**config.mk**
```make
export PLATFORM = sky130hd
export DESIGN_NAME = pdpas_top
export DESIGN_NICKNAME = d
export VERILOG_FILES = /design/src/pdpas_pkg.sv /design/src/pdpas_reg8.sv /design/src/pdpas_top.sv
export VERILOG_INCLUDE_DIRS = /design/src /design/src/src
export SDC_FILE = /design/constraint.sdc
export NUM_CORES = 1
export LEC_CHECK = 0
export BUFFER_PORTS_ARGS = -buffer_cell sky130_fd_sc_hd__buf_2
export CAP_MARGIN = 40
export CELL_PAD_IN_SITES_DETAIL_PLACEMENT = 0
export CELL_PAD_IN_SITES_GLOBAL_PLACEMENT = 1
export CORE_ASPECT_RATIO = 1.25
export CORE_MARGIN = 2
export CORE_UTILIZATION = 40
export CTS_CLUSTER_DIAMETER = 30
export DETAILED_ROUTE_END_ITERATION = 10
export PLACE_DENSITY_LB_ADDON = 0.1
export SLEW_MARGIN = 20
export SYNTH_ARGS = -nofsm -noshare
export SYNTH_HDL_FRONTEND = slang
export SYNTH_HIERARCHICAL = 1
export SYNTH_SLANG_ARGS = --single-unit
```
**constraint.sdc**
```tcl
create_clock -name core_clk -period 2.5 [get_ports core_clk]
set_input_delay 0 -clock core_clk [delete_from_list [all_inputs] [get_ports core_clk]]
set_output_delay 0 -clock core_clk [all_outputs]
set_load 0.1 [all_outputs]
```
**src/pdpas_params.svh**
```systemverilog
// Constants for the port data, pull-up and analog select register block.
// Assumes inclusion by pdpas_pkg and by the design modules only.
`ifndef PDPAS_PARAMS_SVH
`define PDPAS_PARAMS_SVH

`define PDPAS_OFS_PORT2_DATA    16'hff02
`define PDPAS_OFS_PORT3_DATA    16'hff03
`define PDPAS_OFS_PORT4_DATA    16'hff04
`define PDPAS_OFS_PORT12_DATA   16'hff0c
`define PDPAS_OFS_PORT13_DATA   16'hff0d
`define PDPAS_OFS_PORT2_PULLUP  16'hff32
`define PDPAS_OFS_PORT3_PULLUP  16'hff33
`define PDPAS_OFS_PORT4_PULLUP  16'hff34
`define PDPAS_OFS_PORT12_PULLUP 16'hff3c
`define PDPAS_OFS_PORT2_ANALOG  16'hff84

`define PDPAS_MASK_PORT2_DATA    8'h0f
`define PDPAS_MASK_PORT3_DATA    8'h03
`define PDPAS_MASK_PORT3_READ    8'h13
`define PDPAS_BIT_PORT3_RESET_IN 4
`define PDPAS_MASK_PORT4_DATA    8'h3f
`define PDPAS_MASK_PORT12_DATA   8'h0e
`define PDPAS_MASK_PORT13_DATA   8'h01
`define PDPAS_MASK_PORT2_PULLUP  8'h0f
`define PDPAS_MASK_PORT3_PULLUP  8'h03
`define PDPAS_MASK_PORT4_PULLUP  8'h3f
`define PDPAS_MASK_PORT12_PULLUP 8'h08
`define PDPAS_BIT_PORT12_PULLUP  3
`define PDPAS_MASK_PORT2_ANALOG  8'h0f

`define PDPAS_RESET_VALUE        8'h00

`endif

```
**src/pdpas_pkg.sv**
```systemverilog
// Types shared by the port register block.
// Assumes the constants header sits beside it in src/.
`include "pdpas_params.svh"
package pdpas_pkg;
  typedef logic [7:0]  pdpas_byte_t;
  typedef logic [15:0] pdpas_addr_t;
  typedef logic [2:0]  pdpas_bitsel_t;
endpackage : pdpas_pkg

```
**src/pdpas_reg8.sv**
```systemverilog
// One 8-bit CPU register with a mask of implemented bits.
// Assumes the caller decodes the address into the two write strobes.
`include "pdpas_params.svh"
module pdpas_reg8
  import pdpas_pkg::*;
#(
  parameter pdpas_byte_t MASK = 8'hff
) (
  input  wire logic          core_clk,  // system clock
  input  wire logic          resetn,    // synchronous reset, active low
  input  wire logic          wr_byte,   // whole-byte write strobe
  input  wire logic          wr_bit,    // single-bit write strobe
  input  wire pdpas_bitsel_t bit_sel,   // bit index for wr_bit
  input  wire logic          bit_val,   // bit value for wr_bit
  input  wire pdpas_byte_t   wr_data,   // byte value for wr_byte
  output pdpas_byte_t        q          // stored value, unimplemented bits zero
);
  pdpas_byte_t q_r;
  pdpas_byte_t q_nxt;

  always_comb begin
    q_nxt = q_r;
    if (wr_byte) begin
      q_nxt = wr_data & MASK; // RULE5 RULE15
    end else if (wr_bit) begin
      q_nxt[bit_sel] = bit_val; // RULE5
      q_nxt = q_nxt & MASK; // RULE15
    end
  end

  always_ff @(posedge core_clk) begin
    if (!resetn) begin
      q_r <= `PDPAS_RESET_VALUE; // RULE2 RULE7 RULE10
    end else begin
      q_r <= q_nxt;
    end
  end

  assign q = q_r;
endmodule : pdpas_reg8

```
**src/pdpas_top.sv**
```systemverilog
// Port data latches, pull-up enables and port-2 analog select, with pin drive.
// Assumes direction bits come from the neighbouring direction registers and
// that CPU strobes are one-cycle pulses synchronous to core_clk.
`include "pdpas_params.svh"
// Functional notes
// RULE1: Data read returns pin level for input bits, latch for output bits.
// RULE2: Reset clears every port output latch to zero.
// RULE3: Output latch 0/1 drives pin low/high; input low/high reads 0/1.
// RULE4: Port-3 bit 4 is read-only live reset-shared pin; writes ignored.
// RULE5: Data, analog and pull-up registers accept bit and byte writes.
// RULE6: Port-2 analog bit 1 selects converter input, 0 ordinary port.
// RULE7: Reset clears the port-2 analog select register.
// RULE8: Software keeps analog pins off digital use and clears their pull-ups.
// RULE9: Pull-up enable 1 connects the pull-up, 0 disconnects it.
// RULE10: Reset clears all four pull-up enable registers.
// RULE11: Pull-ups exist only on port-2 0-3, port-3 0-1, port-4 0-5, port-12 3.
// RULE12: Software sets direction and latch as each alternate function needs.
// RULE13: Direction 0 turns output buffer on, 1 makes pin an input.
// RULE14: Latch writes in input mode are kept but leave the pin alone.
// RULE15: Unimplemented bits read zero and ignore writes.
// RULE16: Analog mode forces port-2 driver and pull-up off.
module pdpas_top
  import pdpas_pkg::*;
(
  input  wire logic          core_clk,                   // system clock, 200 MHz
  input  wire logic          resetn,                     // synchronous reset, active low
  input  wire pdpas_addr_t   cpu_addr,                   // register address
  input  wire logic          cpu_wr,                     // byte write strobe
  input  wire logic          cpu_bit_wr,                 // single-bit write strobe
  input  wire pdpas_bitsel_t cpu_bit_sel,                // bit index for bit write
  input  wire logic          cpu_bit_val,                // bit value for bit write
  input  wire pdpas_byte_t   cpu_wdata,                  // byte write data
  input  wire logic          cpu_rd,                     // read strobe
  output pdpas_byte_t        cpu_rdata,                  // read data, one cycle after cpu_rd
  input  wire logic [3:0]    port2_pin_direction_bit,    // 1 input, 0 output
  input  wire logic [1:0]    port3_pin_direction_bit,    // 1 input, 0 output
  input  wire logic [5:0]    port4_pin_direction_bit,    // 1 input, 0 output
  input  wire logic [3:1]    port12_pin_direction_bit,   // 1 input, 0 output
  input  wire logic [3:0]    port2_pin_in,               // port-2 pin levels
  input  wire logic [1:0]    port3_pin_in,               // port-3 pin levels
  input  wire logic          reset_shared_input_bit,     // reset-shared input pin level
  input  wire logic [5:0]    port4_pin_in,               // port-4 pin levels
  input  wire logic [3:1]    port12_pin_in,              // port-12 pin levels
  output logic [3:0]         port2_pin_out,              // port-2 drive level
  output logic [3:0]         port2_pin_oe,               // port-2 driver enable, high drives
  output logic [1:0]         port3_pin_out,              // port-3 drive level
  output logic [1:0]         port3_pin_oe,               // port-3 driver enable
  output logic [5:0]         port4_pin_out,              // port-4 drive level
  output logic [5:0]         port4_pin_oe,               // port-4 driver enable
  output logic [3:1]         port12_pin_out,             // port-12 drive level
  output logic [3:1]         port12_pin_oe,              // port-12 driver enable
  output logic               port13_pin_out,             // output-only pin level
  output logic [3:0]         port2_pullup_on,            // port-2 pull-up connect
  output logic [1:0]         port3_pullup_on,            // port-3 pull-up connect
  output logic [5:0]         port4_pullup_on,            // port-4 pull-up connect
  output logic               port12_pullup_on,           // port-12 bit 3 pull-up connect
  output logic [3:0]         port2_analog_mode           // port-2 converter input select
);
  localparam int NREG = 10;
  localparam pdpas_addr_t ADDR [NREG] = '{
    `PDPAS_OFS_PORT2_DATA, `PDPAS_OFS_PORT3_DATA, `PDPAS_OFS_PORT4_DATA,
    `PDPAS_OFS_PORT12_DATA, `PDPAS_OFS_PORT13_DATA, `PDPAS_OFS_PORT2_PULLUP,
    `PDPAS_OFS_PORT3_PULLUP, `PDPAS_OFS_PORT4_PULLUP, `PDPAS_OFS_PORT12_PULLUP,
    `PDPAS_OFS_PORT2_ANALOG};
  localparam pdpas_byte_t MASK [NREG] = '{
    `PDPAS_MASK_PORT2_DATA, `PDPAS_MASK_PORT3_DATA, `PDPAS_MASK_PORT4_DATA,
    `PDPAS_MASK_PORT12_DATA, `PDPAS_MASK_PORT13_DATA, `PDPAS_MASK_PORT2_PULLUP,
    `PDPAS_MASK_PORT3_PULLUP, `PDPAS_MASK_PORT4_PULLUP, `PDPAS_MASK_PORT12_PULLUP,
    `PDPAS_MASK_PORT2_ANALOG};

  pdpas_byte_t q [NREG];
  pdpas_byte_t dir2;
  pdpas_byte_t dir3;
  pdpas_byte_t dir4;
  pdpas_byte_t dir12;
  pdpas_byte_t pin2;
  pdpas_byte_t pin3;
  pdpas_byte_t pin4;
  pdpas_byte_t pin12;
  logic [3:0]  analog;

  // Latch writes go through whatever the direction is; drive is gated separately.
  for (genvar i = 0; i < NREG; i++) begin : g_reg
    pdpas_reg8 #(.MASK(MASK[i])) u_reg (
      .core_clk (core_clk),
      .resetn   (resetn),
      .wr_byte  (cpu_wr && (cpu_addr == ADDR[i])), // RULE14
      .wr_bit   (cpu_bit_wr && (cpu_addr == ADDR[i])),
      .bit_sel  (cpu_bit_sel),
      .bit_val  (cpu_bit_val),
      .wr_data  (cpu_wdata),
      .q        (q[i])
    );
  end

  assign dir2   = {4'h0, port2_pin_direction_bit};
  assign dir3   = {6'h00, port3_pin_direction_bit};
  assign dir4   = {2'h0, port4_pin_direction_bit};
  assign dir12  = {4'h0, port12_pin_direction_bit, 1'b0};
  assign pin2   = {4'h0, port2_pin_in};
  assign pin3   = {6'h00, port3_pin_in};
  assign pin4   = {2'h0, port4_pin_in};
  assign pin12  = {4'h0, port12_pin_in, 1'b0};
  assign analog = q[9][3:0]; // RULE6

  function automatic pdpas_byte_t mix(pdpas_byte_t latch, pdpas_byte_t dir,
                                      pdpas_byte_t pin);
    mix = (dir & pin) | (~dir & latch); // RULE1 RULE3
  endfunction : mix

  // Read path.
  pdpas_byte_t rdata_r;
  pdpas_byte_t rdata_nxt;
  pdpas_byte_t p3_rd;

  always_comb begin
    p3_rd = mix(q[1], dir3, pin3);
    p3_rd[`PDPAS_BIT_PORT3_RESET_IN] = reset_shared_input_bit; // RULE4
    rdata_nxt = rdata_r;
    if (cpu_rd) begin
      case (cpu_addr)
        `PDPAS_OFS_PORT2_DATA:    rdata_nxt = mix(q[0], dir2, pin2) & `PDPAS_MASK_PORT2_DATA;
        `PDPAS_OFS_PORT3_DATA:    rdata_nxt = p3_rd & `PDPAS_MASK_PORT3_READ; // RULE15
        `PDPAS_OFS_PORT4_DATA:    rdata_nxt = mix(q[2], dir4, pin4) & `PDPAS_MASK_PORT4_DATA;
        `PDPAS_OFS_PORT12_DATA:   rdata_nxt = mix(q[3], dir12, pin12) & `PDPAS_MASK_PORT12_DATA;
        `PDPAS_OFS_PORT13_DATA:   rdata_nxt = q[4];
        `PDPAS_OFS_PORT2_PULLUP:  rdata_nxt = q[5];
        `PDPAS_OFS_PORT3_PULLUP:  rdata_nxt = q[6];
        `PDPAS_OFS_PORT4_PULLUP:  rdata_nxt = q[7];
        `PDPAS_OFS_PORT12_PULLUP: rdata_nxt = q[8];
        `PDPAS_OFS_PORT2_ANALOG:  rdata_nxt = q[9];
        default:                  rdata_nxt = `PDPAS_RESET_VALUE;
      endcase
    end
  end

  always_ff @(posedge core_clk) begin
    if (!resetn) begin
      rdata_r <= `PDPAS_RESET_VALUE;
    end else begin
      rdata_r <= rdata_nxt;
    end
  end

  assign cpu_rdata = rdata_r;

  // Pin drive is registered so every pin output comes from a flop; the cost
  // is one cycle between a latch or direction change and the pin.
  logic [3:0] p2_out_r,  p2_out_nxt,  p2_oe_r,  p2_oe_nxt,  p2_pu_r,  p2_pu_nxt;
  logic [1:0] p3_out_r,  p3_out_nxt,  p3_oe_r,  p3_oe_nxt,  p3_pu_r,  p3_pu_nxt;
  logic [5:0] p4_out_r,  p4_out_nxt,  p4_oe_r,  p4_oe_nxt,  p4_pu_r,  p4_pu_nxt;
  logic [3:1] p12_out_r, p12_out_nxt, p12_oe_r, p12_oe_nxt;
  logic       p13_out_r, p13_out_nxt, p12_pu_r, p12_pu_nxt;
  logic [3:0] an_r,      an_nxt;

  always_comb begin
    p2_out_nxt  = q[0][3:0]; // RULE3
    p2_oe_nxt   = ~port2_pin_direction_bit & ~analog; // RULE13 RULE16
    p3_out_nxt  = q[1][1:0];
    p3_oe_nxt   = ~port3_pin_direction_bit; // RULE13
    p4_out_nxt  = q[2][5:0];
    p4_oe_nxt   = ~port4_pin_direction_bit; // RULE13
    p12_out_nxt = q[3][3:1];
    p12_oe_nxt  = ~port12_pin_direction_bit; // RULE13
    p13_out_nxt = q[4][0];
    p2_pu_nxt   = q[5][3:0] & ~analog; // RULE9 RULE11 RULE16
    p3_pu_nxt   = q[6][1:0]; // RULE9 RULE11
    p4_pu_nxt   = q[7][5:0]; // RULE9 RULE11
    p12_pu_nxt  = q[8][`PDPAS_BIT_PORT12_PULLUP]; // RULE9 RULE11
    an_nxt      = analog; // RULE6
  end

  // Directions reset to input elsewhere, so drivers start off here as well.
  always_ff @(posedge core_clk) begin
    if (!resetn) begin
      p2_out_r  <= '0;
      p2_oe_r   <= '0;
      p2_pu_r   <= '0;
      p3_out_r  <= '0;
      p3_oe_r   <= '0;
      p3_pu_r   <= '0;
      p4_out_r  <= '0;
      p4_oe_r   <= '0;
      p4_pu_r   <= '0;
      p12_out_r <= '0;
      p12_oe_r  <= '0;
      p12_pu_r  <= 1'b0;
      p13_out_r <= 1'b0;
      an_r      <= '0;
    end else begin
      p2_out_r  <= p2_out_nxt;
      p2_oe_r   <= p2_oe_nxt;
      p2_pu_r   <= p2_pu_nxt;
      p3_out_r  <= p3_out_nxt;
      p3_oe_r   <= p3_oe_nxt;
      p3_pu_r   <= p3_pu_nxt;
      p4_out_r  <= p4_out_nxt;
      p4_oe_r   <= p4_oe_nxt;
      p4_pu_r   <= p4_pu_nxt;
      p12_out_r <= p12_out_nxt;
      p12_oe_r  <= p12_oe_nxt;
      p12_pu_r  <= p12_pu_nxt;
      p13_out_r <= p13_out_nxt;
      an_r      <= an_nxt;
    end
  end

  assign port2_pin_out     = p2_out_r;
  assign port2_pin_oe      = p2_oe_r;
  assign port3_pin_out     = p3_out_r;
  assign port3_pin_oe      = p3_oe_r;
  assign port4_pin_out     = p4_out_r;
  assign port4_pin_oe      = p4_oe_r;
  assign port12_pin_out    = p12_out_r;
  assign port12_pin_oe     = p12_oe_r;
  assign port13_pin_out    = p13_out_r;
  assign port2_pullup_on   = p2_pu_r;
  assign port3_pullup_on   = p3_pu_r;
  assign port4_pullup_on   = p4_pu_r;
  assign port12_pullup_on  = p12_pu_r;
  assign port2_analog_mode = an_r;
endmodule : pdpas_top

```
==> reports/metrics.cfg <==
[drt]
drc = 0
wl_mm = 13.57
drtIter0Drc = 269
wl_per_cell_um = 17.97
vias_per_cell = 5.388
num_vias = 4068
firstDrtPassIters = 4
antenna_left = 0

[global_route]
grt_pass1_vias = 3883
busiest_layer = met2
antenna_found_initial = 0
grt_max_degree = 62
overflow = 0
use_met1 = 0.2884
grt_use_total = 0.2163
grtUsageMet2 = 0.3514
grt_pass1_wl_mm = 21.09
grtUsageMet3 = 0.03466

[critical_path]
worst_path_largest_cell_delay_ns = 0.65
rr_endpoint = cpu_rdata[2]$_SDFFE_PN0P_
cp_num_buf_inv = 1
path_cells = buf_2, or4_4, nor4_2, nand2b_1, nor2_1, nor4b_4, nor3_1, a211oi_1
crit_required_ns = 2.75
startpoint_type = primary input
cp-end-kind = register
crit_fanout = 11
slowest_stage = or4_4
r2r_start = g_reg[5].u_reg/q[2]$_SDFFE_PN0P_
path_class = primary input to register
cp.arrival_ns = 2.07
critPathTopFamily = simple AND/OR/NAND/NOR gates
rr_worst_depth = 3
r2r_setup_slack_ns = 1.25

[clock_tree]
cts_buffers = 9
clk_latency_ns = 0.34
cts_repair_resize_count = 0
cts_tree = done
post_cts_buffers = 0
cts.path.max_buffers = 2
path_clk_slew_ns = 0.06
root_buffer = clkbuf_16
htree_levels = 3
cts.sinks = 89

[layout]
diodes = 0
fillers = 1099
layout_common_cells = buf_2 (117), dfxtp_1 (89), and2_1 (47)
area_delta_synth_final_pct = 24.24
drive_above_1_share = 0.3015
final_common_cell = buf_2
finalNetCount = 676

[job]
drv_cap = 0

[sta]
slew_violations = 0
final.min_clock_period_ns = 1.815
finalSetupViolCount = 0
skew_ns = 0.006984
rsz0062_at_grt = no
finalCritPeriodShare = 0.7261
hold_violations = 0
slew_headroom = 0.4379
fmax_mhz = 550.9
tightest_slew_ns = 0.8432
tns_ns = 0
hold_slack_ns = 0.02929

[power]
switching_share = 0.2515
p_total_uw = 3266
clock_power_share = 0.451
netSwitchingPower_uw = 821.4
power_frac_comb = 0.111
ir_worst_vdd_mv = 0.2953
leakage_uw = 0.002522
cellPowerDensity_nw_per_um2 = 558.9
intPower_uw = 2445
p_seq_frac = 0.439

[worst_hold_path]
hold_end = g_reg[2].u_reg/q[4]$_SDFFE_PN0P_
min_path_cells = 3
min_from = cpu_wdata[4]
min_path_type = primary input to register

[floorplan]
initial_core_util = 0.4068
rows = 44
coreArea_um2 = 11560
die_h_um = 125.2
ios = 120
fp.dieArea_um2 = 12650
die_x_um = 101.0

[synth]
synth_area_per_cell_um2 = 9.902
yosys_warnings = 6
synthesis.instances = 475
syn_area_um2 = 4703

[place]
dp_hpwl_mm = 9.667
io_buffers = 117
routabilityCongestion = 0.8260

[run_status]
status = complete, no violations

-- power by group through the flow --
stage	Clock, uW	Sequential [uW]	Combinational, uW
2_1_floorplan	0	1560	126
3_3_place_gp	0	1460	339
3_5_place_dp	0	1460	342
4_1_cts	1490	1430	361
5_1_grt	1550	1430	386
6_report	1470	1430	361
-- metrics by stage --
| step | util | worst slack [ns] | instances | area [um^2] |
|---|---|---|---|---|
| CTS | 0.5054 | 0.7073 | 755 | 5843 |
| global route | 0.5054 | 0.5315 | 755 | 5843 |
| global placement | 0.4645 | 0.4360 | 724 | 5370 |
| floorplan | - | 0.7152 | 499 | 4793 |
| finish | 0.5054 | 0.6849 | 755 | 5843 |
| detailed placement | 0.4645 | 0.3549 | 724 | 5370 |
-- cell type report --
class                           count  area, um^2  area share
Multi-Input combinational cell    354        2675      0.4578
Tap cell                          138       172.7     0.02955
Timing Repair Buffer              144       838.3      0.1435
Clock inverter                      4       76.32     0.01306
Inverter                           14       52.55    0.008994
Clock buffer                       12       246.5     0.04218
Sequential cell                    89        1782      0.3049
-- registers in the layout (all words and copies together), names as in the netlist, 2 cells and up --
name / flops
g.u_reg/q: 33
cpu_rdata: 8
port4_pin_oe: 6
port4_pin_out: 6
port4_pullup_on: 6
port2_analog_mode: 4
port2_pin_oe: 4
port2_pin_out: 4
port2_pullup_on: 4
port12_pin_oe: 3
port12_pin_out: 3
port3_pin_oe: 2
port3_pin_out: 2
port3_pullup_on: 2
-- repair_timing --
action	4_1_cts	5_1_grt
hold buffers	15	0
hold endpoints to repair	15	0
endpoints found under the setup margin	0	0
-- worst min-delay path: cells and delay by family --
kind,cells,cell delay [ns]
buf+inv,1,0.13
compound gates,2,0.19
-- per-layer routing --
metal	part of all wire	vias up
li1	-	2015
met1	0.45	1905
met2	0.48	132
met3	0.047	16
met4	0.024	0
met5	0	-
-- worst max path at each step --
stage	cells past startpoint	from	endpoint	slack [ns]
after floorplan	6	cpu_addr[0]	g_reg[7].u_reg/q[1]$_SDFFE_PN0P_	0.72
after global placement	8	cpu_addr[4]	g_reg[0].u_reg/q[0]$_SDFFE_PN0P_	0.44
after detailed placement	8	cpu_addr[4]	g_reg[0].u_reg/q[0]$_SDFFE_PN0P_	0.35
after CTS	8	cpu_addr[4]	g_reg[0].u_reg/q[0]$_SDFFE_PN0P_	0.71
after global routing	7	cpu_addr[4]	g_reg[3].u_reg/q[2]$_SDFFE_PN0P_	0.53
final	8	cpu_addr[4]	g_reg[0].u_reg/q[0]$_SDFFE_PN0P_	0.68
Power figures use the tool's default switching activity.
